## src/igcr_pkg.sv

```systemverilog
// Package for the gyro and common control register bank
package igcr_pkg;

    // Register offsets
    localparam logic [7:0] IGCR_OFS_RATE_SCALE = 8'h11;
    localparam logic [7:0] IGCR_OFS_IF_RESET   = 8'h12;
    localparam logic [7:0] IGCR_OFS_SLEEP_IRQ  = 8'h13;
    localparam logic [7:0] IGCR_OFS_SELFTEST   = 8'h14;
    localparam logic [7:0] IGCR_OFS_TRIGGER    = 8'h15;
    localparam logic [7:0] IGCR_OFS_GYRO_FILT  = 8'h16;

    // Reset values
    localparam logic [7:0] IGCR_RST_RATE_SCALE = 8'h00;
    localparam logic [7:0] IGCR_RST_IF_RESET   = 8'h04;
    localparam logic [7:0] IGCR_RST_SLEEP_IRQ  = 8'h00;
    localparam logic [7:0] IGCR_RST_SELFTEST   = 8'h00;
    localparam logic [7:0] IGCR_RST_TRIGGER    = 8'h00;
    localparam logic [7:0] IGCR_RST_GYRO_FILT  = 8'h00;

    // Writable bit masks; zero bits are not stored and read as zero, except the reboot bit, which reads busy
    localparam logic [7:0] IGCR_MSK_RATE_SCALE = 8'hfe;
    localparam logic [7:0] IGCR_MSK_IF_RESET   = 8'h7c;
    localparam logic [7:0] IGCR_MSK_SLEEP_IRQ  = 8'h6e;
    localparam logic [7:0] IGCR_MSK_SELFTEST   = 8'hef;
    localparam logic [7:0] IGCR_MSK_TRIGGER    = 8'hff;
    localparam logic [7:0] IGCR_MSK_GYRO_FILT  = 8'hf7;

    // Field positions
    localparam int IGCR_POS_REBOOT    = 7;
    localparam int IGCR_POS_SWRESET   = 0;
    localparam int IGCR_POS_BLOCK     = 6;
    localparam int IGCR_POS_POLARITY  = 5;
    localparam int IGCR_POS_DRIVE     = 4;
    localparam int IGCR_POS_WIRE      = 3;
    localparam int IGCR_POS_AUTOINC   = 2;

    // Codes
    localparam logic [3:0] IGCR_RATE_OFF     = 4'h0;
    localparam logic [3:0] IGCR_RATE_MAX     = 4'ha;
    localparam logic [3:0] IGCR_RATE_LP_MAX  = 4'h3;
    localparam logic [3:0] IGCR_RATE_NM_MAX  = 4'h5;
    localparam logic [1:0] IGCR_ST_NORMAL    = 2'h0;
    localparam logic [1:0] IGCR_ST_POS       = 2'h1;
    localparam logic [1:0] IGCR_ST_G_NEG     = 2'h3;
    localparam logic [1:0] IGCR_ACCEL_SELFTEST_CODE_NEG    = 2'h2;
    localparam logic [2:0] IGCR_TRG_EDGE     = 3'h4;
    localparam logic [2:0] IGCR_TRG_LEVEL    = 3'h2;
    localparam logic [2:0] IGCR_TRG_LATCH    = 3'h3;
    localparam logic [2:0] IGCR_TRG_FIFO     = 3'h6;

    // Cycles a self-clearing action request is held
    localparam int IGCR_PULSE_CYCLES = 1;

    typedef enum logic [1:0] {
        IGCR_PWR_DOWN,
        IGCR_PWR_LOW,
        IGCR_PWR_NORMAL,
        IGCR_PWR_HIGH
    } igcr_power_type;

    typedef enum logic [2:0] {
        IGCR_GYRO_LOW_RANGE_OVERRIDE,
        IGCR_FS_250,
        IGCR_FS_500,
        IGCR_FS_1000,
        IGCR_FS_2000
    } igcr_scale_type;

    typedef enum logic [2:0] {
        IGCR_TRIG_NONE,
        IGCR_TRIG_EDGE,
        IGCR_TRIG_LEVEL,
        IGCR_TRIG_LATCH,
        IGCR_TRIG_FIFO
    } igcr_trig_type;

    typedef enum logic [1:0] {
        IGCR_SELF_NORMAL,
        IGCR_SELF_POS,
        IGCR_SELF_NEG,
        IGCR_SELF_BAD
    } igcr_self_type;

    // Gyro chain settings
    typedef struct packed {
        igcr_power_type power;
        logic           rate_valid;
        logic [3:0]     rate_code;
        igcr_scale_type scale;
        logic           sleep;
        logic           lowpass_on;
        logic [2:0]     lowpass_bw;
        logic           highpass_on;
        logic [1:0]     highpass_cut;
        igcr_self_type  selftest;
        logic           stab_on;
    } igcr_gyro_type;

    // Shared interface and pin settings
    typedef struct packed {
        logic          update_block;
        logic          irq_active_low;
        logic          irq_open_drain;
        logic          three_wire;
        logic          auto_inc;
        logic          irq_merge;
        logic          ready_mask;
        logic [1:0]    burst_wrap;
        igcr_trig_type trig_mode;
        igcr_self_type accel_selftest;
        logic          accel_perf_off;
    } igcr_common_type;

    // Decode a self-test field; the two sensors encode negative differently
    function automatic igcr_self_type igcr_self_decode(
        input logic [1:0] code,
        input logic [1:0] neg_code
    );
        if (code == IGCR_ST_NORMAL) begin
            return IGCR_SELF_NORMAL;
        end else if (code == IGCR_ST_POS) begin
            return IGCR_SELF_POS;
        end else if (code == neg_code) begin
            return IGCR_SELF_NEG;
        end else begin
            return IGCR_SELF_BAD;
        end
    endfunction

endpackage

```

## src/igcr_regs.sv

```systemverilog
// Gyro and common control register bank with decoded settings
`timescale 1ns/1ns

//
// Operation
// Gyro rate code, zero is power-down, 1011 unavailable
// Perf-disable picks low/normal/high by rate
// Two-bit range code selects 250..2000 dps
// Low-range override forces 125 dps
// Reboot bit pulses reload, then self-clears
// Update-block holds pairs until both bytes read
// Polarity bit makes interrupt pins active low
// Drive bit makes interrupt pins open-drain
// Wire bit selects 3-wire or 4-wire serial
// Auto-increment bit, reset one, advances address
// Soft reset bit resets device, self-clears
// Sleep bit puts gyro in sleep
// Merge bit ORs all interrupts onto first pin
// Ready mask hides data-ready until settling
// First lowpass only while auxiliary port off
// Burst wrap code selects wrapped sensors
// Gyro self-test codes, 10 not allowed
// Accel self-test codes, 11 not allowed
// Three trigger bits select trigger mode
// Accel perf-disable bit turns off high performance
// Highpass needs enable and high-performance gyro
// Stab chain on bit used when source selected
// Host keeps filter register bit 3 zero
// Byte registers read back, soft reset reads zero, reboot reads busy
module igcr_regs
    import igcr_pkg::*;
(
    // Clock and reset
    input  wire logic            clock_in,
    input  wire logic            rst_in,
    // Register port from the serial interface
    input  wire logic            reg_wr_in,
    input  wire logic            reg_rd_in,
    input  wire logic [7:0]      reg_addr_in,
    input  wire logic [7:0]      reg_wdata_in,
    output logic      [7:0]      reg_rdata_out,
    output logic                 reg_hit_out,
    // Device status
    input  wire logic            aux_port_enable_in,
    input  wire logic            reboot_done_in,
    // Decoded settings
    output igcr_gyro_type        gyro_cfg_out,
    output igcr_common_type      common_cfg_out,
    output logic                 reboot_req_out,
    output logic                 soft_reset_req_out,
    // Interrupt pin shaping
    input  wire logic            irq_first_src_in,
    input  wire logic            irq_second_src_in,
    output logic                 irq_first_out,
    output logic                 irq_first_oe_out,
    output logic                 irq_second_out,
    output logic                 irq_second_oe_out
);

    localparam int NREG = 6;

    logic [7:0] regs_q [NREG];
    logic       reboot_busy_q;

    function automatic logic [7:0] reg_mask(input int idx);
        case (idx)
            0:       return IGCR_MSK_RATE_SCALE;
            1:       return IGCR_MSK_IF_RESET;
            2:       return IGCR_MSK_SLEEP_IRQ;
            3:       return IGCR_MSK_SELFTEST;
            4:       return IGCR_MSK_TRIGGER;
            default: return IGCR_MSK_GYRO_FILT;
        endcase
    endfunction

    function automatic logic [7:0] reg_reset(input int idx);
        case (idx)
            0:       return IGCR_RST_RATE_SCALE;
            1:       return IGCR_RST_IF_RESET;
            2:       return IGCR_RST_SLEEP_IRQ;
            3:       return IGCR_RST_SELFTEST;
            4:       return IGCR_RST_TRIGGER;
            default: return IGCR_RST_GYRO_FILT;
        endcase
    endfunction

    // Index of an offset in the bank, or NREG when unmapped
    function automatic int reg_index(input logic [7:0] addr);
        if (addr >= IGCR_OFS_RATE_SCALE && addr <= IGCR_OFS_GYRO_FILT) begin
            return int'(addr - IGCR_OFS_RATE_SCALE);
        end
        return NREG;
    endfunction

    // Stored fields; bit 3 of the filter register is kept zero in case
    // the host breaks its side of the contract
    genvar gi;
    generate
        for (gi = 0; gi < NREG; gi++) begin : g_reg
            always_ff @(posedge clock_in or posedge rst_in) begin
                if (rst_in) begin
                    regs_q[gi] <= reg_reset(gi);
                end else if (soft_reset_req_out) begin
                    regs_q[gi] <= reg_reset(gi);
                end else if (reg_wr_in && reg_index(reg_addr_in) == gi) begin
                    regs_q[gi] <= reg_wdata_in & reg_mask(gi);
                end
            end
        end
    endgenerate

    // Self-clearing actions: a one written starts a single request pulse
    always_ff @(posedge clock_in or posedge rst_in) begin
        if (rst_in) begin
            soft_reset_req_out <= 1'b0;
        end else begin
            soft_reset_req_out <= reg_wr_in && !soft_reset_req_out &&
                reg_addr_in == IGCR_OFS_IF_RESET &&
                reg_wdata_in[IGCR_POS_SWRESET];
        end
    end

    // Reboot pulse; the bit reads one until the reload reports done or a soft reset request clears it
    always_ff @(posedge clock_in or posedge rst_in) begin
        if (rst_in) begin
            reboot_req_out <= 1'b0;
            reboot_busy_q  <= 1'b0;
        end else begin
            reboot_req_out <= 1'b0;
            if (reg_wr_in && reg_addr_in == IGCR_OFS_IF_RESET &&
                reg_wdata_in[IGCR_POS_REBOOT] && !reboot_busy_q) begin
                reboot_req_out <= 1'b1;
                reboot_busy_q  <= 1'b1;
            end else if (reboot_done_in || soft_reset_req_out) begin
                reboot_busy_q  <= 1'b0;
            end
        end
    end

    // Read port, registered; unmapped offsets return zero, hit low
    always_ff @(posedge clock_in or posedge rst_in) begin
        if (rst_in) begin
            reg_rdata_out <= 8'h00;
            reg_hit_out   <= 1'b0;
        end else if (reg_rd_in) begin
            if (reg_index(reg_addr_in) < NREG) begin
                reg_rdata_out <= regs_q[reg_index(reg_addr_in)];
                if (reg_addr_in == IGCR_OFS_IF_RESET) begin
                    reg_rdata_out[IGCR_POS_REBOOT] <= reboot_busy_q;
                end
                reg_hit_out <= 1'b1;
            end else begin
                reg_rdata_out <= 8'h00;
                reg_hit_out   <= 1'b0;
            end
        end
    end

    // Field views
    logic [3:0] rate_code;
    logic [1:0] range_code;
    logic       low_range;
    logic       perf_off;
    igcr_power_type power;
    logic [2:0] trig_bits;

    assign rate_code  = regs_q[0][7:4];
    assign range_code = regs_q[0][3:2];
    assign low_range  = regs_q[0][1];
    assign perf_off   = regs_q[5][7];
    assign trig_bits  = regs_q[4][7:5];

    always_comb begin
        if (rate_code == IGCR_RATE_OFF || rate_code > IGCR_RATE_MAX) begin
            power = IGCR_PWR_DOWN;
        end else if (!perf_off) begin
            power = IGCR_PWR_HIGH;
        end else if (rate_code <= IGCR_RATE_LP_MAX) begin
            power = IGCR_PWR_LOW;
        end else if (rate_code <= IGCR_RATE_NM_MAX) begin
            power = IGCR_PWR_NORMAL;
        end else begin
            power = IGCR_PWR_HIGH;
        end
    end

    // Gyro settings, registered so downstream sees clean levels
    always_ff @(posedge clock_in or posedge rst_in) begin
        if (rst_in) begin
            gyro_cfg_out <= '0;
        end else begin
            gyro_cfg_out.power      <= power;
            gyro_cfg_out.rate_code  <= rate_code;
            gyro_cfg_out.rate_valid <= rate_code <= IGCR_RATE_MAX;
            if (low_range) begin
                gyro_cfg_out.scale <= IGCR_GYRO_LOW_RANGE_OVERRIDE;
            end else begin
                case (range_code)
                    2'h0:    gyro_cfg_out.scale <= IGCR_FS_250;
                    2'h1:    gyro_cfg_out.scale <= IGCR_FS_500;
                    2'h2:    gyro_cfg_out.scale <= IGCR_FS_1000;
                    default: gyro_cfg_out.scale <= IGCR_FS_2000;
                endcase
            end
            gyro_cfg_out.sleep      <= regs_q[2][6];
            gyro_cfg_out.lowpass_on <= regs_q[2][1] &&
                !aux_port_enable_in;
            gyro_cfg_out.lowpass_bw <= regs_q[4][2:0];
            // Highpass only in high-performance mode
            gyro_cfg_out.highpass_on <= regs_q[5][6] &&
                power == IGCR_PWR_HIGH;
            gyro_cfg_out.highpass_cut <= regs_q[5][5:4];
            gyro_cfg_out.selftest <= igcr_self_decode(regs_q[3][3:2],
                IGCR_ST_G_NEG);
            // Source-select zero leaves the chain to the auxiliary port
            gyro_cfg_out.stab_on <= regs_q[5][2] && regs_q[5][0];
        end
    end

    // Shared settings
    always_ff @(posedge clock_in or posedge rst_in) begin
        if (rst_in) begin
            common_cfg_out <= '0;
            common_cfg_out.auto_inc <= 1'b1;
        end else begin
            common_cfg_out.update_block <= regs_q[1][IGCR_POS_BLOCK];
            common_cfg_out.irq_active_low <=
                regs_q[1][IGCR_POS_POLARITY];
            common_cfg_out.irq_open_drain <=
                regs_q[1][IGCR_POS_DRIVE];
            common_cfg_out.three_wire <= regs_q[1][IGCR_POS_WIRE];
            common_cfg_out.auto_inc <= regs_q[1][IGCR_POS_AUTOINC];
            common_cfg_out.irq_merge  <= regs_q[2][5];
            common_cfg_out.ready_mask <= regs_q[2][3];
            common_cfg_out.burst_wrap <= regs_q[3][6:5];
            case (trig_bits)
                IGCR_TRG_EDGE:  common_cfg_out.trig_mode <= IGCR_TRIG_EDGE;
                IGCR_TRG_LEVEL: common_cfg_out.trig_mode <= IGCR_TRIG_LEVEL;
                IGCR_TRG_LATCH: common_cfg_out.trig_mode <= IGCR_TRIG_LATCH;
                IGCR_TRG_FIFO:  common_cfg_out.trig_mode <= IGCR_TRIG_FIFO;
                default:        common_cfg_out.trig_mode <= IGCR_TRIG_NONE;
            endcase
            common_cfg_out.accel_selftest <= igcr_self_decode(
                regs_q[3][1:0], IGCR_ACCEL_SELFTEST_CODE_NEG);
            common_cfg_out.accel_perf_off <= regs_q[4][4];
        end
    end

    // Interrupt pins: route, then polarity, then drive style
    logic irq_first_act;
    logic irq_second_act;
    logic irq_low;
    logic irq_od;

    assign irq_low = regs_q[1][IGCR_POS_POLARITY];
    assign irq_od  = regs_q[1][IGCR_POS_DRIVE];
    assign irq_first_act = irq_first_src_in ||
        (regs_q[2][5] && irq_second_src_in);
    assign irq_second_act = irq_second_src_in && !regs_q[2][5];

    always_ff @(posedge clock_in or posedge rst_in) begin
        if (rst_in) begin
            irq_first_out     <= 1'b0;
            irq_first_oe_out  <= 1'b1;
            irq_second_out    <= 1'b0;
            irq_second_oe_out <= 1'b1;
        end else begin
            irq_first_out  <= irq_first_act ^ irq_low;
            irq_second_out <= irq_second_act ^ irq_low;
            // Open drain drives only the pulled-down level
            irq_first_oe_out  <= !irq_od ||
                !(irq_first_act ^ irq_low);
            irq_second_oe_out <= !irq_od ||
                !(irq_second_act ^ irq_low);
        end
    end

endmodule

```

## config.mk

```make
export PLATFORM = sky130hd
export DESIGN_NAME = igcr_regs
export DESIGN_NICKNAME = d
export VERILOG_FILES = /design/src/igcr_pkg.sv /design/src/igcr_regs.sv
export SDC_FILE = /design/constraint.sdc
export NUM_CORES = 1
export LEC_CHECK = 0
export ABC_AREA = 0
export BUFFER_PORTS_ARGS = -buffer_cell sky130_fd_sc_hd__buf_4
export CORE_UTILIZATION = 59
export CTS_CLUSTER_DIAMETER = 50
export CTS_CLUSTER_SIZE = 14
export DETAILED_ROUTE_END_ITERATION = 16
export GPL_ROUTABILITY_DRIVEN = 0
export HOLD_SLACK_MARGIN = 0.02
export PLACE_DENSITY_LB_ADDON = 0.25
export SLEW_MARGIN = 10
export SYNTH_ARGS = -nofsm -noshare
export SYNTH_HDL_FRONTEND = slang
export SYNTH_SLANG_ARGS = --single-unit
```

## constraint.sdc

```tcl
create_clock -name clock_in -period 7.7 [get_ports clock_in]
set_input_delay 1.155 -clock clock_in [delete_from_list [all_inputs] [get_ports clock_in]]
set_output_delay 1.155 -clock clock_in [all_outputs]
set_load 0.02 [all_outputs]
```

# ---- Word-level counts from Yosys, hierarchy flattened
# Index checks and enable logic that the tools add are counted.
# W data, S select, Z words.
dict set report op_classes {
  n_addsub 1
  mul 0
  div 0
  n_lt_le_gt_ge 8
  eq_ne 17
  shifts 0
  mux 47
  n_bitwise 3
  n_reduce_logical 42
}
# cell n
set op_table {}
lappend op_table {{$mux W32} 8}
lappend op_table {{$mux W8} 15}
lappend op_table {{$eq A32 B3 Y1 const B} 2}
lappend op_table {{$eq A32 B4 Y1 const B} 2}
lappend op_table {{$eq A32 B2 Y1 const B} 1}
lappend op_table {{$ge A32 B4 Y1 const B} 1}
lappend op_table {{$logic_not A32 Y1} 1}
lappend op_table {{$lt A32 B4 Y1 const B} 1}
lappend op_table {{$not A32 Y32} 1}
lappend op_table {{$bmux W8 S3} 1}
lappend op_table {{$logic_and A1 B1 Y1} 18}
lappend op_table {{$mux W2} 7}
lappend op_table {{$reduce_bool A2 Y1} 7}
lappend op_table {{$mux W1} 13}
lappend op_table {{$pmux W3 S4} 1}
lappend op_table {{$pmux W3 S3} 1}
lappend op_table {{$sub A8 B5 Y9 const B} 1}
lappend op_table {{$eq A2 B2 Y1 const B} 4}
lappend op_table {{$eq A8 B5 Y1 const B} 1}
lappend op_table {{$ge A8 B5 Y1 const B} 1}
lappend op_table {{$le A8 B5 Y1 const B} 1}
lappend op_table {{$logic_not A1 Y1} 7}
lappend op_table {{$eq A2 B1 Y1 const B} 3}
lappend op_table {{$eq A3 B2 Y1 const B} 2}
lappend op_table {{other kinds (10)} 18}
dict set report word_totals {
  ff_bits 100
  latch_bits 0
  ram_bits 0
  mem_bits_ro 0
  input_bits 24
  out_inout_bits 51
  word_cells 155
  mem_count 0
}

# ---- Depth between registers and ports, before layout
# Gate-level depths: netlist of run 1.
dict set report logic_depth {
  depth_word 18
  ltp_mapped 11
  mapped_depth_nobuf 7
}

# ---- Worst setup path before layout of run 1
# No wires, ideal clock.
dict set report synth_path {
  kind {input-to-reg}
  startpoint {input reg_addr_in[0]}
  endpoint {register regs_q[16] in the netlist's numbering}
  setup_ps 136
  t_arrival_ps 3516
  required_ps 7564
  slack_ps 4047
  cell_stages 11
  n_path_buf 4
  path_cell_list {buf_2 buf_1 inv_1 ha_1 xnor2_2 o211ai_4 or3_1 buf_6 buf_8 o31ai_1 a21oi_1}
}
dict set report synth_between {
  elab_chain_cells 9
  elab_cells_between_ends 12
}
# item line
set synth_rtl {}
lappend synth_rtl {{start, declared} igcr_regs.sv:39} ;# input wire logic [7:0] reg_addr_in,
lappend synth_rtl {{$ge A8 B5 Y1 or $le A8 B5 Y1 (tied branches)} igcr_regs.sv:89} ;# if (addr >= IGCR_OFS_RATE_SCALE && addr <= IGCR_OFS_GYRO_FILT) begin
lappend synth_rtl {{$logic_and A1 B1 Y1} igcr_regs.sv:89}
lappend synth_rtl {{$mux W1} igcr_regs.sv:89}
lappend synth_rtl {{$mux W1} igcr_regs.sv:103} ;# end else if (soft_reset_req_out) begin
lappend synth_rtl {{$mux W32 *} igcr_regs.sv:92} ;# return NREG;
lappend synth_rtl {{$mux W32 *} igcr_regs.sv:103}
lappend synth_rtl {{$eq A32 B3 Y1 *} igcr_regs.sv:105} ;# end else if (reg_wr_in && reg_index(reg_addr_in) == gi) begin
lappend synth_rtl {{$logic_and A1 B1 Y1 *} igcr_regs.sv:105}
lappend synth_rtl {{$reduce_bool A2 Y1 (no line) *} n/a}
lappend synth_rtl {{end signal, assigned by index} igcr_regs.sv:102} ;# regs_q[gi] <= reg_reset(gi);
lappend synth_rtl {{end signal, assigned by index} igcr_regs.sv:104} ;# regs_q[gi] <= reg_reset(gi);
lappend synth_rtl {{end signal, assigned by index} igcr_regs.sv:106} ;# regs_q[gi] <= reg_wdata_in & reg_mask(gi);
lappend synth_rtl {{end, declared} igcr_regs.sv:62} ;# logic [7:0] regs_q [NREG];
# Mark *: on every way between the ends. The rest lies on a longest branch, timed or not. The select of a mux whose other input is x is not followed.
# A chain may end at the register's enable or synchronous reset.

# ---- Worst setup path after layout of run 1
dict set report layout_path {
  startpoint {input reg_addr_in[0]}
  endpoint {register regs_q[34] in the netlist's numbering}
}
dict set report layout_between {
  elab_chain_cells 9
  elab_cells_between_ends 12
}
# item line
set layout_rtl {}
lappend layout_rtl {{$ge A8 B5 Y1 or $le A8 B5 Y1 (tied branches)} igcr_regs.sv:89}
lappend layout_rtl {{$logic_and A1 B1 Y1} igcr_regs.sv:89}
lappend layout_rtl {{$mux W1} igcr_regs.sv:89}
lappend layout_rtl {{$mux W1} igcr_regs.sv:103}
lappend layout_rtl {{$mux W32 *} igcr_regs.sv:92}
lappend layout_rtl {{$mux W32 *} igcr_regs.sv:103}
lappend layout_rtl {{$eq A32 B2 Y1 *} igcr_regs.sv:105}
lappend layout_rtl {{$logic_and A1 B1 Y1 *} igcr_regs.sv:105}
lappend layout_rtl {{$reduce_bool A2 Y1 (no line) *} n/a}
# Marks and branches as above.

==> results of run 1 <==
[cells by family after synthesis]
family	share of synthesized area (%)
compound gates	14.79
mux	7.646
simple gates	15.68
buf+inv	4.820
fa+ha+maj	1.785
xor+xnor	1.012
flops	54.27
[worst max path at each step]
stage	from	endpoint	slack, ns	cells after the start
floorplan	reg_addr_in[0]	regs_q[16]$_DFFE_PP0P_	4.05	11
global placement	reg_addr_in[0]	regs_q[38]$_DFFE_PP0P_	4.00	8
detailed placement	reg_addr_in[0]	regs_q[34]$_DFFE_PP1P_	3.93	8
CTS	reg_addr_in[0]	regs_q[34]$_DFFE_PP1P_	4.29	8
global route	reg_addr_in[0]	regs_q[34]$_DFFE_PP1P_	4.07	8
finish	reg_addr_in[0]	regs_q[34]$_DFFE_PP1P_	4.26	8
[critical path, stage by stage]
cell and delay [ns]:
buf_4 0.27, inv_1 0.13, ha_1 0.31, xnor2_2 0.40
o211ai_4 0.24, or3_1 0.66, nor3_2 0.30, mux2i_1 0.24
[through the flow]
step                      std cells  worst slack (ns)  power, mW  utilization (%)
final                           545             4.263     0.9078            72.69
after global routing            545             4.066     0.9370            72.69
after CTS                       545             4.289     0.9129            72.64
after detailed placement        529             3.927     0.5994            69.82
after global placement          529             4.001     0.5965            69.82
after floorplan                 379             4.047     0.5616                -
[power breakdown]
part	switching [mW]	total (mW)	internal, mW
Clock	0.166	0.317	0.151
Combinational	0.0585	0.0925	0.0341
Sequential	0.00790	0.498	0.490
[area by class of cell]
cell class / instances / area [µm²] / share of cell area [%]
inverter: 20 / 76.32 / 1.537
clock buffer: 10 / 127.6 / 2.570
timing repair buffer: 76 / 574.3 / 11.56
clock inverter: 6 / 65.06 / 1.310
multi-input combinational: 246 / 1720 / 34.64
tap: 96 / 120.1 / 2.419
sequential: 91 / 2282 / 45.96
[cell usage in the layout (no fill, tap or decap), drive strengths merged, types with 4 or more instances in the layout]
cell type / instances
a21oi: 29
o32ai: 6
clkbuf: 10
o21ai: 20
nand2: 12
nor2b: 6
a221oi: 4
inv: 20
dfstp: 4
dfrtp: 87
ha: 6
nand2b: 11
o31ai: 9
nor3: 8
buf: 76
o22ai: 6
nand3: 18
mux2i: 22
nand4: 9
clkinv: 4
nor2: 34
[state kept, by name, summed over array words and instances, names as in the netlist]
register / count
regs_q: 29
gyro_cfg_out: 21
common_cfg_out: 15
reg_rdata_out: 8
rate_code: 4
range_code: 2
irq_first_oe_out: 1
irq_first_out: 1
irq_low: 1
irq_od: 1
irq_second_oe_out: 1
irq_second_out: 1
low_range: 1
perf_off: 1
reboot_busy_q: 1
reboot_req_out: 1
reg_hit_out: 1
soft_reset_req_out: 1
[routing by layer]
metal	vias to the layer above	routed length, µm	global-route usage (%)
met3	25	647	5.524
met5	-	0	0
met1	1577	4175	38.50
met2	166	4633	45.45
met4	0	231	10.45
li1	1491	-	-
==> out/metrics.csv, run 1 <==
metric,value,unit
Row Count,30,
"Setup Fix Bufs, Post-CTS",0,
Avg Inst Size Synth,11.10,µm²
diodes inserted,0,
most frequent cells after synthesis,"87 x dfrtp_1, 34 x nor2_1, 28 x a21oi_1, 22 x mux2i_1, 20 x inv_1",
reg2reg start,regs_q[35]$_DFFE_PP0P_,
area share of the leading cell type in the synthesized netlist,51.77,%
drc violations,0,
clock transition at the registers of the reported paths,0.08,ns
most frequent cell after synthesis,dfrtp_1,
R2R setup slack,6.16,ns
via/cell ratio,5.980,
Mapped Cells,379,
total grt overflow,0,
vias post-DR,3259,
Hold Path Cell Cnt,0,
fmax,0.2910,GHz
Worst Hold End,common_cfg_out[10]$_DFF_PP1_,
post-synthesis cell type count,60,
Crit. End Element,register,
Leak Pwr,2.294,nW
Post-Synthesis Cell Area,4205,µm²
number of synthesized flops with an enable pin,0,
number of H-tree levels,3,
Final ANT Viol Nets,0,
final slew viol count,0,
CTS sink count,91,
Yosys Warn Count,0,
hold slack,0.3936,ns
antenna violations before repair,0,
Layout area overhead,18.09,%
Async SR Flop Fraction,100.0,%
Tcrit/Tclk final,44.63,%
max-cap violations,0,
worst hold path type,reg -> reg,
DRT Wirelength,9688,µm
R2R depth,4,
Area after DPL,4770,µm²
Initial Util,61.56,%
final setup fails,0,
core area,6832,µm²
Crit Path Category,in -> reg,
Die W,86.43,µm
CTS tree,done,
Clock Path Buffers,2,
worst-margin pin slew,0.8918,ns
worst vdd ir,90.37,µV
RSZ-0062 raised after global routing,false,
Final Net Count,474,
# port buffers,74,
drt first pass iters,5,
ys flop type,dfrtp_1,
"Seq/Total Area, Yosys",54.27,%
Slew headroom,40.55,%
Fillers,505,
crit start category,input port,
first-pass GRT wire length,15910,µm
CP Max Fanout,24,
hold path start,regs_q[34]$_DFFE_PP1P_,
final hold violation count,0,
Die Height,86.43,µm
WL/cell,17.78,µm
power per cell area,182.8,nW/µm²
hold buffer count at CTS,0,
CTS buffer count,9,
outcome,"finished, final reports clean",
worst path arrival time,3.72,ns
dpl hpwl,6617,µm
Worst EP required,7.98,ns
"Design Area, Final",4966,µm²
setup TNS,0,ns
R2R Path End,reg_rdata_out[3]$_DFFE_PP0P_,
vias in the first global route,3158,
Worst-Skew Late Latency,0.36,ns
Synthesized Nets,409,
largest net degree at the start of global routing,92,
gr usage total,28.25,%
CTS-repair resized insts,0,
clk_skew,0.01230,ns
#FFs+latches synth,91,
IO Pins,75,
root buf cell,clkbuf_8,
Tmin final,3.437,ns
initial drt markers,303,
Synth area leader,dfrtp_1,
full die area,7469,µm²
share of layout cells above drive strength 1,26.06,%
Area contributors post-synth,"dfrtp_1 52%, mux2i_1 5.2%, a21oi_1 3.3%",
No activity file was read; power rests on OpenSTA's default activity.
==> run 2: changes to the inputs <==
--- a/config.mk
+++ b/config.mk
@@ -7,7 +7,7 @@
 export LEC_CHECK = 0
 export ABC_AREA = 0
 export BUFFER_PORTS_ARGS = -buffer_cell sky130_fd_sc_hd__buf_4
-export CORE_UTILIZATION = 59
+export CORE_UTILIZATION = 50
 export CTS_CLUSTER_DIAMETER = 50
 export CTS_CLUSTER_SIZE = 14
 export DETAILED_ROUTE_END_ITERATION = 16
==> constraint.sdc (replaced) <==
create_clock -name clock_in -period 2.8 [get_ports clock_in]
set_input_delay 0.42 -clock clock_in [delete_from_list [all_inputs] [get_ports clock_in]]
set_output_delay 0.42 -clock clock_in [all_outputs]
set_load 0.02 [all_outputs]
==> out/metrics.csv, run 2 (synthesis gave the netlist of run 1 again) <==
metric,value,unit
full die area,8782,µm²
clk_skew,0.006913,ns
max reg flops,29,
diodes inserted,0,
outcome,finished with violations,
Final Core Density,62.29,%
Worst EP required,3.06,ns
Hold Path Cell Cnt,2,
power per cell area,485.8,nW/µm²
DRT Wirelength,10250,µm
Tmin final,2.312,ns
IO Pins,75,
WL/cell,18.04,µm
worst vdd ir,228.2,µV
clock transition at the registers of the reported paths,0.09,ns
vias post-DR,3343,
fin cells,568,
"Setup Fix Bufs, Post-CTS",0,
"most common cell after layout, fill and taps aside",buf_4,
Tcrit/Tclk final,82.56,%
R2R depth,3,
fmax,0.4326,GHz
setup TNS,0,ns
CTS buffer count,9,
first-pass GRT wire length,16300,µm
final hold violation count,0,
most frequent cells in the layout,"88 x buf_4, 87 x dfrtp_1, 34 x nor2_1",
worst hold path type,in -> reg,
placed cell count,552,
root buf cell,clkbuf_8,
Die W,93.71,µm
Row Count,33,
# port buffers,74,
Worst-Skew Late Latency,0.36,ns
CP Max Fanout,10,
hold buffer count at CTS,0,
CTS-repair resized insts,0,
total grt overflow,0,
antenna violations before repair,0,
largest net degree at the start of global routing,46,
Initial Util,51.44,%
hold slack,0.1904,ns
Layout area overhead,21.09,%
failing checks,DRC,
core area,8175,µm²
drt first pass iters,12,
CTS tree,done,
initial drt markers,305,
Leak Pwr,2.356,nW
Die Height,93.71,µm
final slew viol count,0,
dpl hpwl,7310,µm
CTS sink count,91,
biggest regs,"regs_q x29, gyro_cfg_out x21, common_cfg_out x15",
"Design Area, Final",5092,µm²
share of layout cells above drive strength 1,28.08,%
max-cap violations,0,
Crit Path Category,in -> reg,
Area after DPL,4911,µm²
Slew headroom,43.54,%
final setup fails,0,
via/cell ratio,5.886,
Crit. End Element,register,
vias in the first global route,3084,
worst-margin pin slew,0.8459,ns
Largest Register,regs_q,
Final Net Count,488,
gr usage total,25.00,%
Final ANT Viol Nets,0,
number of H-tree levels,3,
Clock Path Buffers,2,
crit start category,input port,
RSZ-0062 raised after global routing,false,
drc violations,1,
worst path arrival time,2.58,ns
==> run 2: cell types whose count changed in the layout (fill, tap and decap cells not counted), sizes merged <==
cell,change
buf,+14
clkbuf,+3
clkinv,-3
clkinvlp,+2
inv,-1
bufinv,-1
==> run 2: path summary, 6_finish.rpt <==
path / to / slack [ns] / from
min in group asynchronous: common_cfg_out[3]$_DFF_PP0_ / 0.20 / rst_in
hold reg to reg: common_cfg_out[10]$_DFF_PP1_ / 0.38 / regs_q[34]$_DFFE_PP1P_
hold / removal: gyro_cfg_out[9]$_DFF_PP0_ / 0.19 / aux_port_enable_in
max in group asynchronous: regs_q[34]$_DFFE_PP1P_ / 1.90 / rst_in
setup / recovery: reg_rdata_out[0]$_DFFE_PP0P_ / 0.49 / reg_addr_in[0]
setup reg to reg: regs_q[10]$_DFFE_PP0P_ / 1.27 / soft_reset_req_out$_DFF_PP0_
==> run 2: cell type report <==
type / count / area, µm²
fill: 686 / 3083
sequential: 91 / 2282
multi-input combinational: 246 / 1720
timing repair buffer: 90 / 700.7
clock buffer: 13 / 158.9
tap: 105 / 131.4
inverter: 20 / 76.32
clock inverter: 3 / 22.52
==> run 2: stage by stage <==
step	power, mW	setup WS, ns
final	2.474	0.4882
after global routing	2.568	0.3113
after CTS	2.485	0.4917
after detailed placement	1.670	0.1294
after global placement	1.664	0.2106
after floorplan	1.545	0.02301
==> run 2: report_power, final <==
group,leakage [nW],internal (mW),switching [mW]
clock network,0.0819,0.372,0.457
logic,1.07,0.107,0.167
registers,1.21,1.35,0.0221
total,2.36,1.83,0.646
==> run 2: worst max-delay path, stage by stage <==
cell and delay [ns]:
buf_4 0.11, inv_1 0.10, ha_1 0.18, and3b_4 0.21
or3_1 0.37, buf_4 0.20, nor3_1 0.55, a221oi_1 0.16
o32ai_1 0.28
==> run 2: metal layers <==
metal  up-vias  global-route usage (%)  part of all wire, %
li1       1527                       -                    -
met1      1643                   34.62                   42
met2       150                   39.66                   49
met3        23                   3.803                  6.5
met4         0                   9.615                  1.9
met5         -                       0                    0
